File: config.mk
export PLATFORM = sky130hd
export DESIGN_NAME = ofr_overtemp_fault
export DESIGN_NICKNAME = d
export VERILOG_FILES = /design/src/ofr_pkg.sv /design/src/ofr_overtemp_fault.sv /design/src/ofr_delay_timer.sv
export VERILOG_INCLUDE_DIRS = /design/src /design/src/src
export SDC_FILE = /design/constraint.sdc
export NUM_CORES = 1
export LEC_CHECK = 0
export BUFFER_PORTS_ARGS = -buffer_cell sky130_fd_sc_hd__buf_4
export CORE_AREA = 2 2 129 131
export CTS_CLUSTER_DIAMETER = 30
export DETAILED_ROUTE_END_ITERATION = 7
export DIE_AREA = 0 0 131 133
export GPL_TIMING_DRIVEN = 0
export PLACE_DENSITY_LB_ADDON = 0.05
export REMOVE_ABC_BUFFERS = 1
export SYNTH_ARGS = -nofsm -noshare
export SYNTH_HDL_FRONTEND = slang
export SYNTH_HIERARCHICAL = 1
export SYNTH_SLANG_ARGS = --single-unit
File: constraint.sdc
create_clock -name clk -period 6.48 [get_ports clk]
set_input_delay 1.296 -clock clk [delete_from_list [all_inputs] [get_ports clk]]
set_output_delay 1.296 -clock clk [all_outputs]
set_load 0.03 [all_outputs]
File: src/ofr_defs.svh
/*
  Offsets, field positions, reset values and timing counts of the over-temperature fault block.
  Assumes it is included by bare name before the package and the modules that use it.
*/
`ifndef OFR_DEFS_SVH
`define OFR_DEFS_SVH

// Command codes
`define OFR_ADDR_THRESH     8'h4F
`define OFR_ADDR_ACTION     8'h50
`define OFR_ADDR_TIMING     8'hD2
`define OFR_ADDR_STATUS     8'hE0
`define OFR_CMD_CLEAR       8'hE1

// Action register fields
`define OFR_ACT_MSB         7
`define OFR_ACT_LSB         6
`define OFR_RETRY_MSB       5
`define OFR_RETRY_LSB       3
`define OFR_DLY_MSB         2
`define OFR_DLY_LSB         0
`define OFR_RETRY_NONE      3'h0
`define OFR_RETRY_FOREVER   3'h7

// Timing register fields, one unit each in milliseconds
`define OFR_TUNIT_CONT_MSB  7
`define OFR_TUNIT_CONT_LSB  0
`define OFR_TUNIT_RETRY_MSB 15
`define OFR_TUNIT_RETRY_LSB 8

// Status register fields
`define OFR_ST_FAULT        0
`define OFR_ST_DISABLED     1
`define OFR_ST_ATT_MSB      6
`define OFR_ST_ATT_LSB      4
`define OFR_ST_RETRYING     7

// Reset values
`define OFR_RST_THRESH      16'h7BFF
`define OFR_RST_ACTION      8'h00
`define OFR_RST_TIMING      16'h0A0A

// Timing
`define OFR_CLK_PERIOD_NS   25
`define OFR_TICK_NS         1000000

`endif

File: src/ofr_pkg.sv
/*
  Types of the over-temperature fault block.
  Assumes nothing beyond a SystemVerilog compiler.
*/
package ofr_pkg;

  typedef enum logic [1:0] {
    ACT_IGNORE  = 2'h0,
    ACT_CONTINUE = 2'h1,
    ACT_DISABLE = 2'h2,
    ACT_LATCH   = 2'h3
  } ofr_action_t;

  typedef enum logic [2:0] {
    ST_RUN,
    ST_CONTINUE,
    ST_DELAY,
    ST_ATTEMPT,
    ST_LATCHED
  } ofr_state_t;

endpackage

File: src/ofr_overtemp_fault.sv
/*
  Over-temperature fault response: threshold and action settings, command port, retry sequencer.
  Assumes a management-link front end that turns link transactions into one-cycle commands,
  a temperature reading in Linear format on the same clock, and the control pin and bias-good
  signal arriving asynchronously.
*/
// Summary of operation
// - Holds a 16-bit Linear-format over-temperature threshold in degrees Celsius.
// - Action 00 keeps operating without interruption on a fault.
// - Action 01 keeps operating for the delay, then applies retry setting if fault remains.
// - Action 10 disables the output at once, then follows the retry setting.
// - Action 11 keeps the output off until the latched fault is cleared.
// - Fault clears by status bit, clear command, reset, off-then-on command, or bias loss.
// - Retry code 000 makes no restart; output stays off until cleared.
// - Codes 001 to 110 try that many restarts, then stay off until cleared.
// - Starts of successive restart attempts are spaced by the programmed delay.
// - Code 111 retries without limit until commanded off, bias lost, or other fault.
// - Delay field n means two to the n units, from 1 to 128.
// - One delay unit comes from the separate timing register.
`timescale 1ns/1ps
`include "ofr_defs.svh"

module ofr_overtemp_fault
  import ofr_pkg::*;
#(
  parameter int unsigned TICK_CYCLES = `OFR_TICK_NS / `OFR_CLK_PERIOD_NS
) (
  // Clock and reset
  input  wire logic        clk,
  input  wire logic        resetn,
  // Command port from the management-link front end
  input  wire logic        cmdValid,
  input  wire logic        cmdWrite,
  input  wire logic [7:0]  cmdCode,
  input  wire logic [15:0] cmdWrData,
  output logic             cmdAck,
  output logic             cmdError,
  output logic [15:0]      cmdRdData,
  // Measurement and other protections
  input  wire logic [15:0] tempReading,
  input  wire logic        otherFault,
  // On/off command sources
  input  wire logic        ctrlPin,
  input  wire logic        operationOn,
  input  wire logic        biasGood,
  // Output stage and status
  output logic             outputEnable,
  output logic             faultActive,
  output logic             retrying
);

  // Linear format to signed fixed point with 16 fraction bits
  function automatic logic signed [47:0] linToFixed(input logic [15:0] v);
    logic signed [47:0] w;
    logic [5:0]         sh;
    w  = {{37{v[10]}}, v[10:0]};
    sh = 6'({v[15], v[15:11]} + 6'd16);
    return w <<< sh;
  endfunction

  // Pin synchronisers
  logic [1:0] ctrlSync_ff;
  logic [1:0] biasSync_ff;
  logic       ctrlOn;
  logic       biasOk;

  always_ff @(posedge clk) begin
    if (!resetn) begin
      ctrlSync_ff <= 2'h0;
      biasSync_ff <= 2'h0;
    end else begin
      ctrlSync_ff <= {ctrlSync_ff[0], ctrlPin};
      biasSync_ff <= {biasSync_ff[0], biasGood};
    end
  end

  assign ctrlOn = ctrlSync_ff[1];
  assign biasOk = biasSync_ff[1];

  // Command state and edges
  logic cmdOn;
  logic cmdOn_ff;
  logic overTemp;
  logic clearEvt;
  logic faultEvt;

  assign cmdOn    = ctrlOn && operationOn && biasOk;

  // Registers
  logic [15:0] thresh_ff;
  logic [15:0] nxt_thresh;
  logic [7:0]  action_ff;
  logic [7:0]  nxt_action;
  logic [15:0] timing_ff;
  logic [15:0] nxt_timing;
  logic        faultFlag_ff;
  logic        nxt_faultFlag;
  logic        wrEn;
  logic        stClearBit;
  logic        clearCmd;

  assign wrEn       = cmdValid && cmdWrite;
  assign stClearBit = wrEn && (cmdCode == `OFR_ADDR_STATUS) && cmdWrData[`OFR_ST_FAULT];
  assign clearCmd   = wrEn && (cmdCode == `OFR_CMD_CLEAR);
  // Off-then-on is seen as the rise of the combined on command
  assign clearEvt   = stClearBit || clearCmd || (cmdOn && !cmdOn_ff) || !biasOk;
  assign overTemp   = linToFixed(tempReading) >= linToFixed(thresh_ff);

  always_comb begin
    nxt_thresh = thresh_ff;
    nxt_action = action_ff;
    nxt_timing = timing_ff;
    if (wrEn && (cmdCode == `OFR_ADDR_THRESH)) begin
      nxt_thresh = cmdWrData;
    end
    if (wrEn && (cmdCode == `OFR_ADDR_ACTION)) begin
      nxt_action = cmdWrData[7:0];
    end
    if (wrEn && (cmdCode == `OFR_ADDR_TIMING)) begin
      nxt_timing = cmdWrData;
    end
    // A new fault in the clearing cycle wins
    nxt_faultFlag = faultEvt || (faultFlag_ff && !clearEvt);
  end

  always_ff @(posedge clk) begin
    if (!resetn) begin
      thresh_ff    <= `OFR_RST_THRESH;
      action_ff    <= `OFR_RST_ACTION;
      timing_ff    <= `OFR_RST_TIMING;
      faultFlag_ff <= 1'b0;
      cmdOn_ff     <= 1'b0;
    end else begin
      thresh_ff    <= nxt_thresh;
      action_ff    <= nxt_action;
      timing_ff    <= nxt_timing;
      faultFlag_ff <= nxt_faultFlag;
      cmdOn_ff     <= cmdOn;
    end
  end

  // Fields
  ofr_action_t actField;
  logic [2:0]  retryField;
  logic [2:0]  dlyField;

  assign actField   = ofr_action_t'(action_ff[`OFR_ACT_MSB:`OFR_ACT_LSB]);
  assign retryField = action_ff[`OFR_RETRY_MSB:`OFR_RETRY_LSB];
  assign dlyField   = action_ff[`OFR_DLY_MSB:`OFR_DLY_LSB];

  // Retry sequencer
  ofr_state_t state_ff;
  ofr_state_t nxt_state;
  logic [2:0] attempts_ff;
  logic [2:0] nxt_attempts;
  logic       outEn_ff;
  logic       nxt_outEn;
  logic       tmrStart;
  logic       tmrRetry;
  logic       tmrBusy;
  logic [7:0] tmrUnit;

  assign tmrUnit = tmrRetry ? timing_ff[`OFR_TUNIT_RETRY_MSB:`OFR_TUNIT_RETRY_LSB]
                            : timing_ff[`OFR_TUNIT_CONT_MSB:`OFR_TUNIT_CONT_LSB];

  always_comb begin
    nxt_state    = state_ff;
    nxt_attempts = attempts_ff;
    tmrStart     = 1'b0;
    tmrRetry     = 1'b1;
    faultEvt     = 1'b0;
    unique case (state_ff)
      ST_RUN: begin
        nxt_attempts = 3'h0;
        if (cmdOn && overTemp) begin
          faultEvt = 1'b1;
          unique case (actField)
            ACT_IGNORE: begin
              nxt_state = ST_RUN;
            end
            ACT_CONTINUE: begin
              nxt_state = ST_CONTINUE;
              tmrStart  = 1'b1;
              tmrRetry  = 1'b0;
            end
            ACT_DISABLE: begin
              if (retryField == `OFR_RETRY_NONE) begin
                nxt_state = ST_LATCHED;
              end else begin
                nxt_state = ST_DELAY;
                tmrStart  = 1'b1;
              end
            end
            ACT_LATCH: begin
              nxt_state = ST_LATCHED;
            end
          endcase
        end
      end
      ST_CONTINUE: begin
        tmrRetry = 1'b0;
        if (!overTemp) begin
          nxt_state = ST_RUN;
        end else if (!tmrBusy) begin
          // Still hot after the delay: act on the retry setting
          if (retryField == `OFR_RETRY_NONE) begin
            nxt_state = ST_LATCHED;
          end else begin
            nxt_state = ST_DELAY;
            tmrStart  = 1'b1;
            tmrRetry  = 1'b1;
          end
        end
      end
      ST_DELAY: begin
        // The timer runs from the start of the last attempt, so starts are one delay apart
        if (!tmrBusy) begin
          nxt_state    = ST_ATTEMPT;
          nxt_attempts = 3'(attempts_ff + 3'h1);
          tmrStart     = 1'b1;
        end
      end
      ST_ATTEMPT: begin
        if (overTemp) begin
          faultEvt = 1'b1;
          if ((retryField == `OFR_RETRY_FOREVER) || (attempts_ff < retryField)) begin
            nxt_state = ST_DELAY;
          end else begin
            nxt_state = ST_LATCHED;
          end
        end else if (!tmrBusy) begin
          nxt_state = ST_RUN;
        end
      end
      ST_LATCHED: begin
        if (clearEvt && !faultFlag_ff) begin
          nxt_state = ST_RUN;
        end else if (clearEvt) begin
          nxt_state = ST_RUN;
        end
      end
    endcase
    // Commanded off, bias lost or another protection stops any retry sequence
    if (!cmdOn) begin
      nxt_state    = ST_RUN;
      nxt_attempts = 3'h0;
      tmrStart     = 1'b0;
    end else if (otherFault && ((state_ff == ST_DELAY) || (state_ff == ST_ATTEMPT))) begin
      nxt_state = ST_LATCHED;
      tmrStart  = 1'b0;
    end
    nxt_outEn = cmdOn && ((nxt_state == ST_RUN) || (nxt_state == ST_CONTINUE) || (nxt_state == ST_ATTEMPT));
  end

  always_ff @(posedge clk) begin
    if (!resetn) begin
      state_ff    <= ST_RUN;
      attempts_ff <= 3'h0;
      outEn_ff    <= 1'b0;
    end else begin
      state_ff    <= nxt_state;
      attempts_ff <= nxt_attempts;
      outEn_ff    <= nxt_outEn;
    end
  end

  ofr_delay_timer #(
    .TICK_CYCLES (TICK_CYCLES)
  ) u_timer (
    .clk       (clk),
    .resetn    (resetn),
    .start     (tmrStart),
    .unitCount (tmrUnit),
    .exponent  (dlyField),
    .busy      (tmrBusy)
  );

  // Command answers, registered one cycle after the request
  logic        ack_ff;
  logic        nxt_ack;
  logic        err_ff;
  logic        nxt_err;
  logic [15:0] rd_ff;
  logic [15:0] nxt_rd;
  logic [15:0] statusWord;

  assign statusWord = {8'h00,
                       (state_ff == ST_DELAY) || (state_ff == ST_ATTEMPT),
                       attempts_ff,
                       2'h0,
                       (state_ff == ST_LATCHED) || (state_ff == ST_DELAY),
                       faultFlag_ff};

  always_comb begin
    nxt_ack = cmdValid;
    nxt_err = 1'b0;
    nxt_rd  = rd_ff;
    if (cmdValid) begin
      unique case (cmdCode)
        `OFR_ADDR_THRESH: nxt_rd = cmdWrite ? rd_ff : thresh_ff;
        `OFR_ADDR_ACTION: nxt_rd = cmdWrite ? rd_ff : {8'h00, action_ff};
        `OFR_ADDR_TIMING: nxt_rd = cmdWrite ? rd_ff : timing_ff;
        `OFR_ADDR_STATUS: nxt_rd = cmdWrite ? rd_ff : statusWord;
        `OFR_CMD_CLEAR: begin
          nxt_err = !cmdWrite;
          nxt_rd  = cmdWrite ? rd_ff : 16'h0000;
        end
        default: begin
          // Unmapped codes are refused and read back as zero
          nxt_err = 1'b1;
          nxt_rd  = cmdWrite ? rd_ff : 16'h0000;
        end
      endcase
    end
  end

  always_ff @(posedge clk) begin
    if (!resetn) begin
      ack_ff <= 1'b0;
      err_ff <= 1'b0;
      rd_ff  <= 16'h0000;
    end else begin
      ack_ff <= nxt_ack;
      err_ff <= nxt_err;
      rd_ff  <= nxt_rd;
    end
  end

  assign cmdAck       = ack_ff;
  assign cmdError     = err_ff;
  assign cmdRdData    = rd_ff;
  assign outputEnable = outEn_ff;
  assign faultActive  = faultFlag_ff;
  assign retrying     = statusWord[`OFR_ST_RETRYING];

endmodule // ofr_overtemp_fault

File: src/ofr_delay_timer.sv
/*
  Delay timer: counts unitCount milliseconds times two to the power exponent.
  Assumes a start pulse from logic on the same clock; start while busy reloads.
*/
`timescale 1ns/1ps
`include "ofr_defs.svh"

module ofr_delay_timer #(
  parameter int unsigned TICK_CYCLES = `OFR_TICK_NS / `OFR_CLK_PERIOD_NS
) (
  // Clock and reset
  input  wire logic       clk,
  input  wire logic       resetn,
  // Control
  input  wire logic       start,
  input  wire logic [7:0] unitCount,
  input  wire logic [2:0] exponent,
  // Status
  output logic            busy
);

  logic [15:0] preCnt_ff;
  logic [15:0] nxt_preCnt;
  logic [14:0] remain_ff;
  logic [14:0] nxt_remain;
  logic        busy_ff;
  logic        nxt_busy;
  logic        msTick;

  assign msTick = busy_ff && (preCnt_ff == 16'(TICK_CYCLES - 1));

  always_comb begin
    nxt_preCnt = preCnt_ff;
    nxt_remain = remain_ff;
    nxt_busy   = busy_ff;
    if (start) begin
      // A zero unit would wrap the count instead of ending, so it counts as one
      nxt_remain = 15'({7'h00, (unitCount == 8'h00) ? 8'h01 : unitCount} << exponent);
      nxt_preCnt = 16'h0000;
      nxt_busy   = 1'b1;
    end else if (busy_ff) begin
      nxt_preCnt = msTick ? 16'h0000 : 16'(preCnt_ff + 16'h0001);
      if (msTick) begin
        nxt_remain = 15'(remain_ff - 15'h0001);
        if (remain_ff == 15'h0001) begin
          nxt_busy = 1'b0;
        end
      end
    end
  end

  always_ff @(posedge clk) begin
    if (!resetn) begin
      preCnt_ff <= 16'h0000;
      remain_ff <= 15'h0000;
      busy_ff   <= 1'b0;
    end else begin
      preCnt_ff <= nxt_preCnt;
      remain_ff <= nxt_remain;
      busy_ff   <= nxt_busy;
    end
  end

  // Busy falls in the last counted cycle, so a waiting sequencer moves on exactly when the delay ends
  assign busy = busy_ff && !(msTick && (remain_ff == 15'h0001));

endmodule // ofr_delay_timer

==> results_dict.tcl <==
set metrics [dict create \
    path_clk_slew_ns 0.09 \
    min_period_ns 6.197 \
    p_sw_share_pct 29.80 \
    yosysSeqAreaShare_pct 26.16 \
    intPower_mw 1.008 \
    gr-usage-all-layers_pct 25.77 \
    viasPerCell 5.892 \
    core_area_um2 16170 \
    rows 47 \
    dpl.cell_count 1263 \
    postLayoutCellArea_um2 8815 \
    final_util_pct 54.51 \
    finalSetupViolCount 0 \
    p_seq_share_pct 44.8 \
    drive_gt1_share_pct 13.08 \
    avgSynthCellArea_um2 7.564 \
    holdBufCountCts 0 \
    clock-sinks 103 \
    end_kind "register" \
    fin_skew_ns 0.02041 \
    cts_tree "yes" \
    pre_cts_slack_ns -0.6776 \
    post-route-drc-count 0 \
    drt-initial-drc-count 546 \
    cap_viol_max_count 0 \
    die-width_um 131 \
    netlist_area_um2 7881 \
    timing.final.ws_setup_ns 0.2830 \
    antenna_found_initial 0 \
    cp.arrival_ns 6.45 \
    relSlewSlack_pct 25.46 \
    clock_latency_ns 0.37 \
    dr.pass1.iters 5 \
    power_mw 1.436 \
    clockRootBuffer "clkbuf_16" \
    tns_ns 0 \
    grt_overflow 0 \
    p_leak_nw 3.719 \
    max_freq_mhz 161.4 \
    area_growth_pct 11.84 \
    synth_cell_type_count 69 \
    n_antenna_cell 0 \
    critical_path_class "input pin to register" \
    cts_buffers 9 \
    dieArea_um2 17420 \
    port_buffers 68 \
    rsz0062_at_grt "false" \
    yosysMostFrequentCell "nand2_1" \
    cts_buffer_depth 2 \
    ant_nets 0 \
    grt_pass1_wl_mm 35.87 \
    slew_viol_final 0 \
    synth.largest_area_cell "dfxtp_1" \
    r2r_slack_ns 0.53 \
    ys_ff_latch 103 \
    hold_ws_ns 0.4407 \
    die_y_um 133 \
    synth_area_leaders "dfxtp_1 26%, ha_1 8.4%, nand2_1 7.8%, mux2i_1 6.5%, nor2_1 4.4%" \
    nets 1159 \
    netlist_instances 1042 \
    power.share.clock_pct 39.2 \
    cp_data_required_time_ns 6.73 \
    synth_edf_count 0 \
    grt_pass1_vias 7010 \
    ys_warn_count 6 \
    dpl_cell_area_um2 8404 \
    start_kind "input pin" \
    wirelength_mm 22.32 \
    place.gp.congestion 0.9459 \
    synth_commonest_cells "164 x nand2_1, 103 x dfxtp_1, 92 x nor2_1" \
    htree_levels 3 \
    dp_hpwl_mm 16.45 \
    crit_fanout 14 \
    synthArstFlopShare_pct 0 \
    hp-class "register to register" \
    finalHoldViolations 0 \
    powerDensity_nw_per_um2 163.0 \
    pwr-share-comb_pct 16.0 \
    start_util_pct 48.74 \
    ir_worst_vdd_mv 0.1318 \
    grt_max_degree 43 \
    num_io_pins 69 \
    layout.cells.non_filler 1283 \
    synth_flop_cell "dfxtp_1" \
    fin_crit_sh_pct 95.63 \
    drt-wirelength-per-cell_um 17.39 \
    tightest_slew_ns 1.111 \
    synth_top_area_share_pct 26.16 \
    status "finished clean" \
    power.switching_mw 0.4281 \
    vias 7560 \
]
==> routing by layer <==
layer	vias up	share of wire, %	track usage, %
met4	0	1.6	6.028
li1	3815	-	-
met5	-	0	0
met2	249	46	41.80
met1	3470	47	35.70
met3	26	5.3	4.205
==> worst max-delay path, cell delays in order <==
cell,delay (ns)
buf_6,0.15
mux2_2,0.38
mux2i_2,0.21
nor2_1,0.06
a31oi_1,0.20
mux2i_1,0.16
and2_1,0.19
ha_1,0.32
nand4_1,0.22
nor2_1,0.09
a221oi_2,0.39
a31oi_4,0.18
or4_4,0.55
and3_2,0.27
a21oi_4,0.18
nor4_4,0.04
buf_4,0.19
buf_4,0.14
mux2_2,0.31
mux2_2,0.30
nor2_1,0.09
a21o_1,0.12
o21ai_0,0.08
o221a_2,0.30
==> power groups by stage <==
| stage | Clock, mW | Combinational [mW] | Sequential [mW] |
|---|---|---|---|
| after global routing | 0.589 | 0.254 | 0.645 |
| after CTS | 0.574 | 0.221 | 0.644 |
| final | 0.563 | 0.229 | 0.644 |
| after floorplan | 0 | 0.118 | 0.671 |
| after detailed placement | 0 | 0.220 | 0.659 |
| after global placement | 0 | 0.219 | 0.659 |
==> final timing paths <==
kind,start,endpoint,depth (start not counted)
worst max-delay path,tempReading[11],u_timer/remain_ff[4]$_SDFFE_PN0P_,24
worst min-delay path,biasSync_ff[0]$_SDFF_PN0_,biasSync_ff[1]$_SDFF_PN0_,1
worst max register to register,thresh_ff[11]$_SDFFE_PN1P_,u_timer/remain_ff[4]$_SDFFE_PN0P_,21
worst min register to register,biasSync_ff[0]$_SDFF_PN0_,biasSync_ff[1]$_SDFF_PN0_,1
==> final cells by class <==
class	count	area, µm²
fill	1621	7357
multi-input combinational	847	5525
sequential	103	2064
timing repair buffer	72	544.3
tap	220	275.3
clock buffer	9	225.2
inverter	25	93.84
clock inverter	7	86.33
==> sequential cells by signal (all words and copies together) (netlist names) <==
name / cells
cmdRdData: 16
thresh_ff: 16
timing_ff: 16
u_timer/preCnt_ff: 16
u_timer/remain_ff: 15
action_ff: 8
attempts_ff: 3
state_ff: 3
biasSync_ff: 2
ctrlSync_ff: 2
cmdAck: 1
cmdError: 1
cmdOn_ff: 1
faultActive: 1
outputEnable: 1
u_timer/busy_ff: 1
==> layout by cell type, fill, tap and decap left out, drive strengths merged, types with 4 or more instances in the layout <==
| master | synthesis | routed |
|---|---|---|
| nand2 | 164 | 164 |
| dfxtp | 103 | 103 |
| nor2 | 92 | 92 |
| buf | 10 | 72 |
| a21oi | 66 | 66 |
| o21ai | 63 | 63 |
| ha | 53 | 53 |
| mux2i | 51 | 51 |
| nand3 | 40 | 40 |
| nor3 | 26 | 26 |
| inv | 22 | 24 |
| mux2 | 21 | 21 |
| a221oi | 19 | 19 |
| nor4 | 18 | 18 |
| a22oi | 16 | 16 |
| xor2 | 16 | 16 |
| a21o | 15 | 15 |
| and2 | 15 | 15 |
| nand2b | 14 | 14 |
| nand4 | 14 | 14 |
| xnor2 | 14 | 14 |
| and3 | 14 | 14 |
| o22ai | 11 | 11 |
| o211ai | 11 | 11 |
| a31oi | 10 | 10 |
| clkbuf | 57 | 9 |
| nor2b | 8 | 8 |
| clkinv | 3 | 8 |
| o21a | 7 | 7 |
| a21boi | 7 | 7 |
| a211oi | 6 | 6 |
| o211a | 4 | 4 |
| or4 | 4 | 4 |
==> kinds of logic after synthesis <==
kind of cell / count (synthesis) / synth area share [%]
AO/OA/AOI/OAI: 265 / 22.07
XOR/XNOR: 30 / 3.334
adder cells (fa/ha/maj): 53 / 8.414
buffers and inverters: 92 / 4.525
flip-flops: 103 / 26.16
multiplexers: 72 / 9.478
AND/OR/NAND/NOR: 427 / 26.02
==> repair_timing <==
action | CTS | global route
gates resized for setup | 0 | 15
setup buffers | 3 | 1
setup endpoints to repair | 10 | 26
pin swaps | 1 | 4
Power figures use the tool's default switching activity.
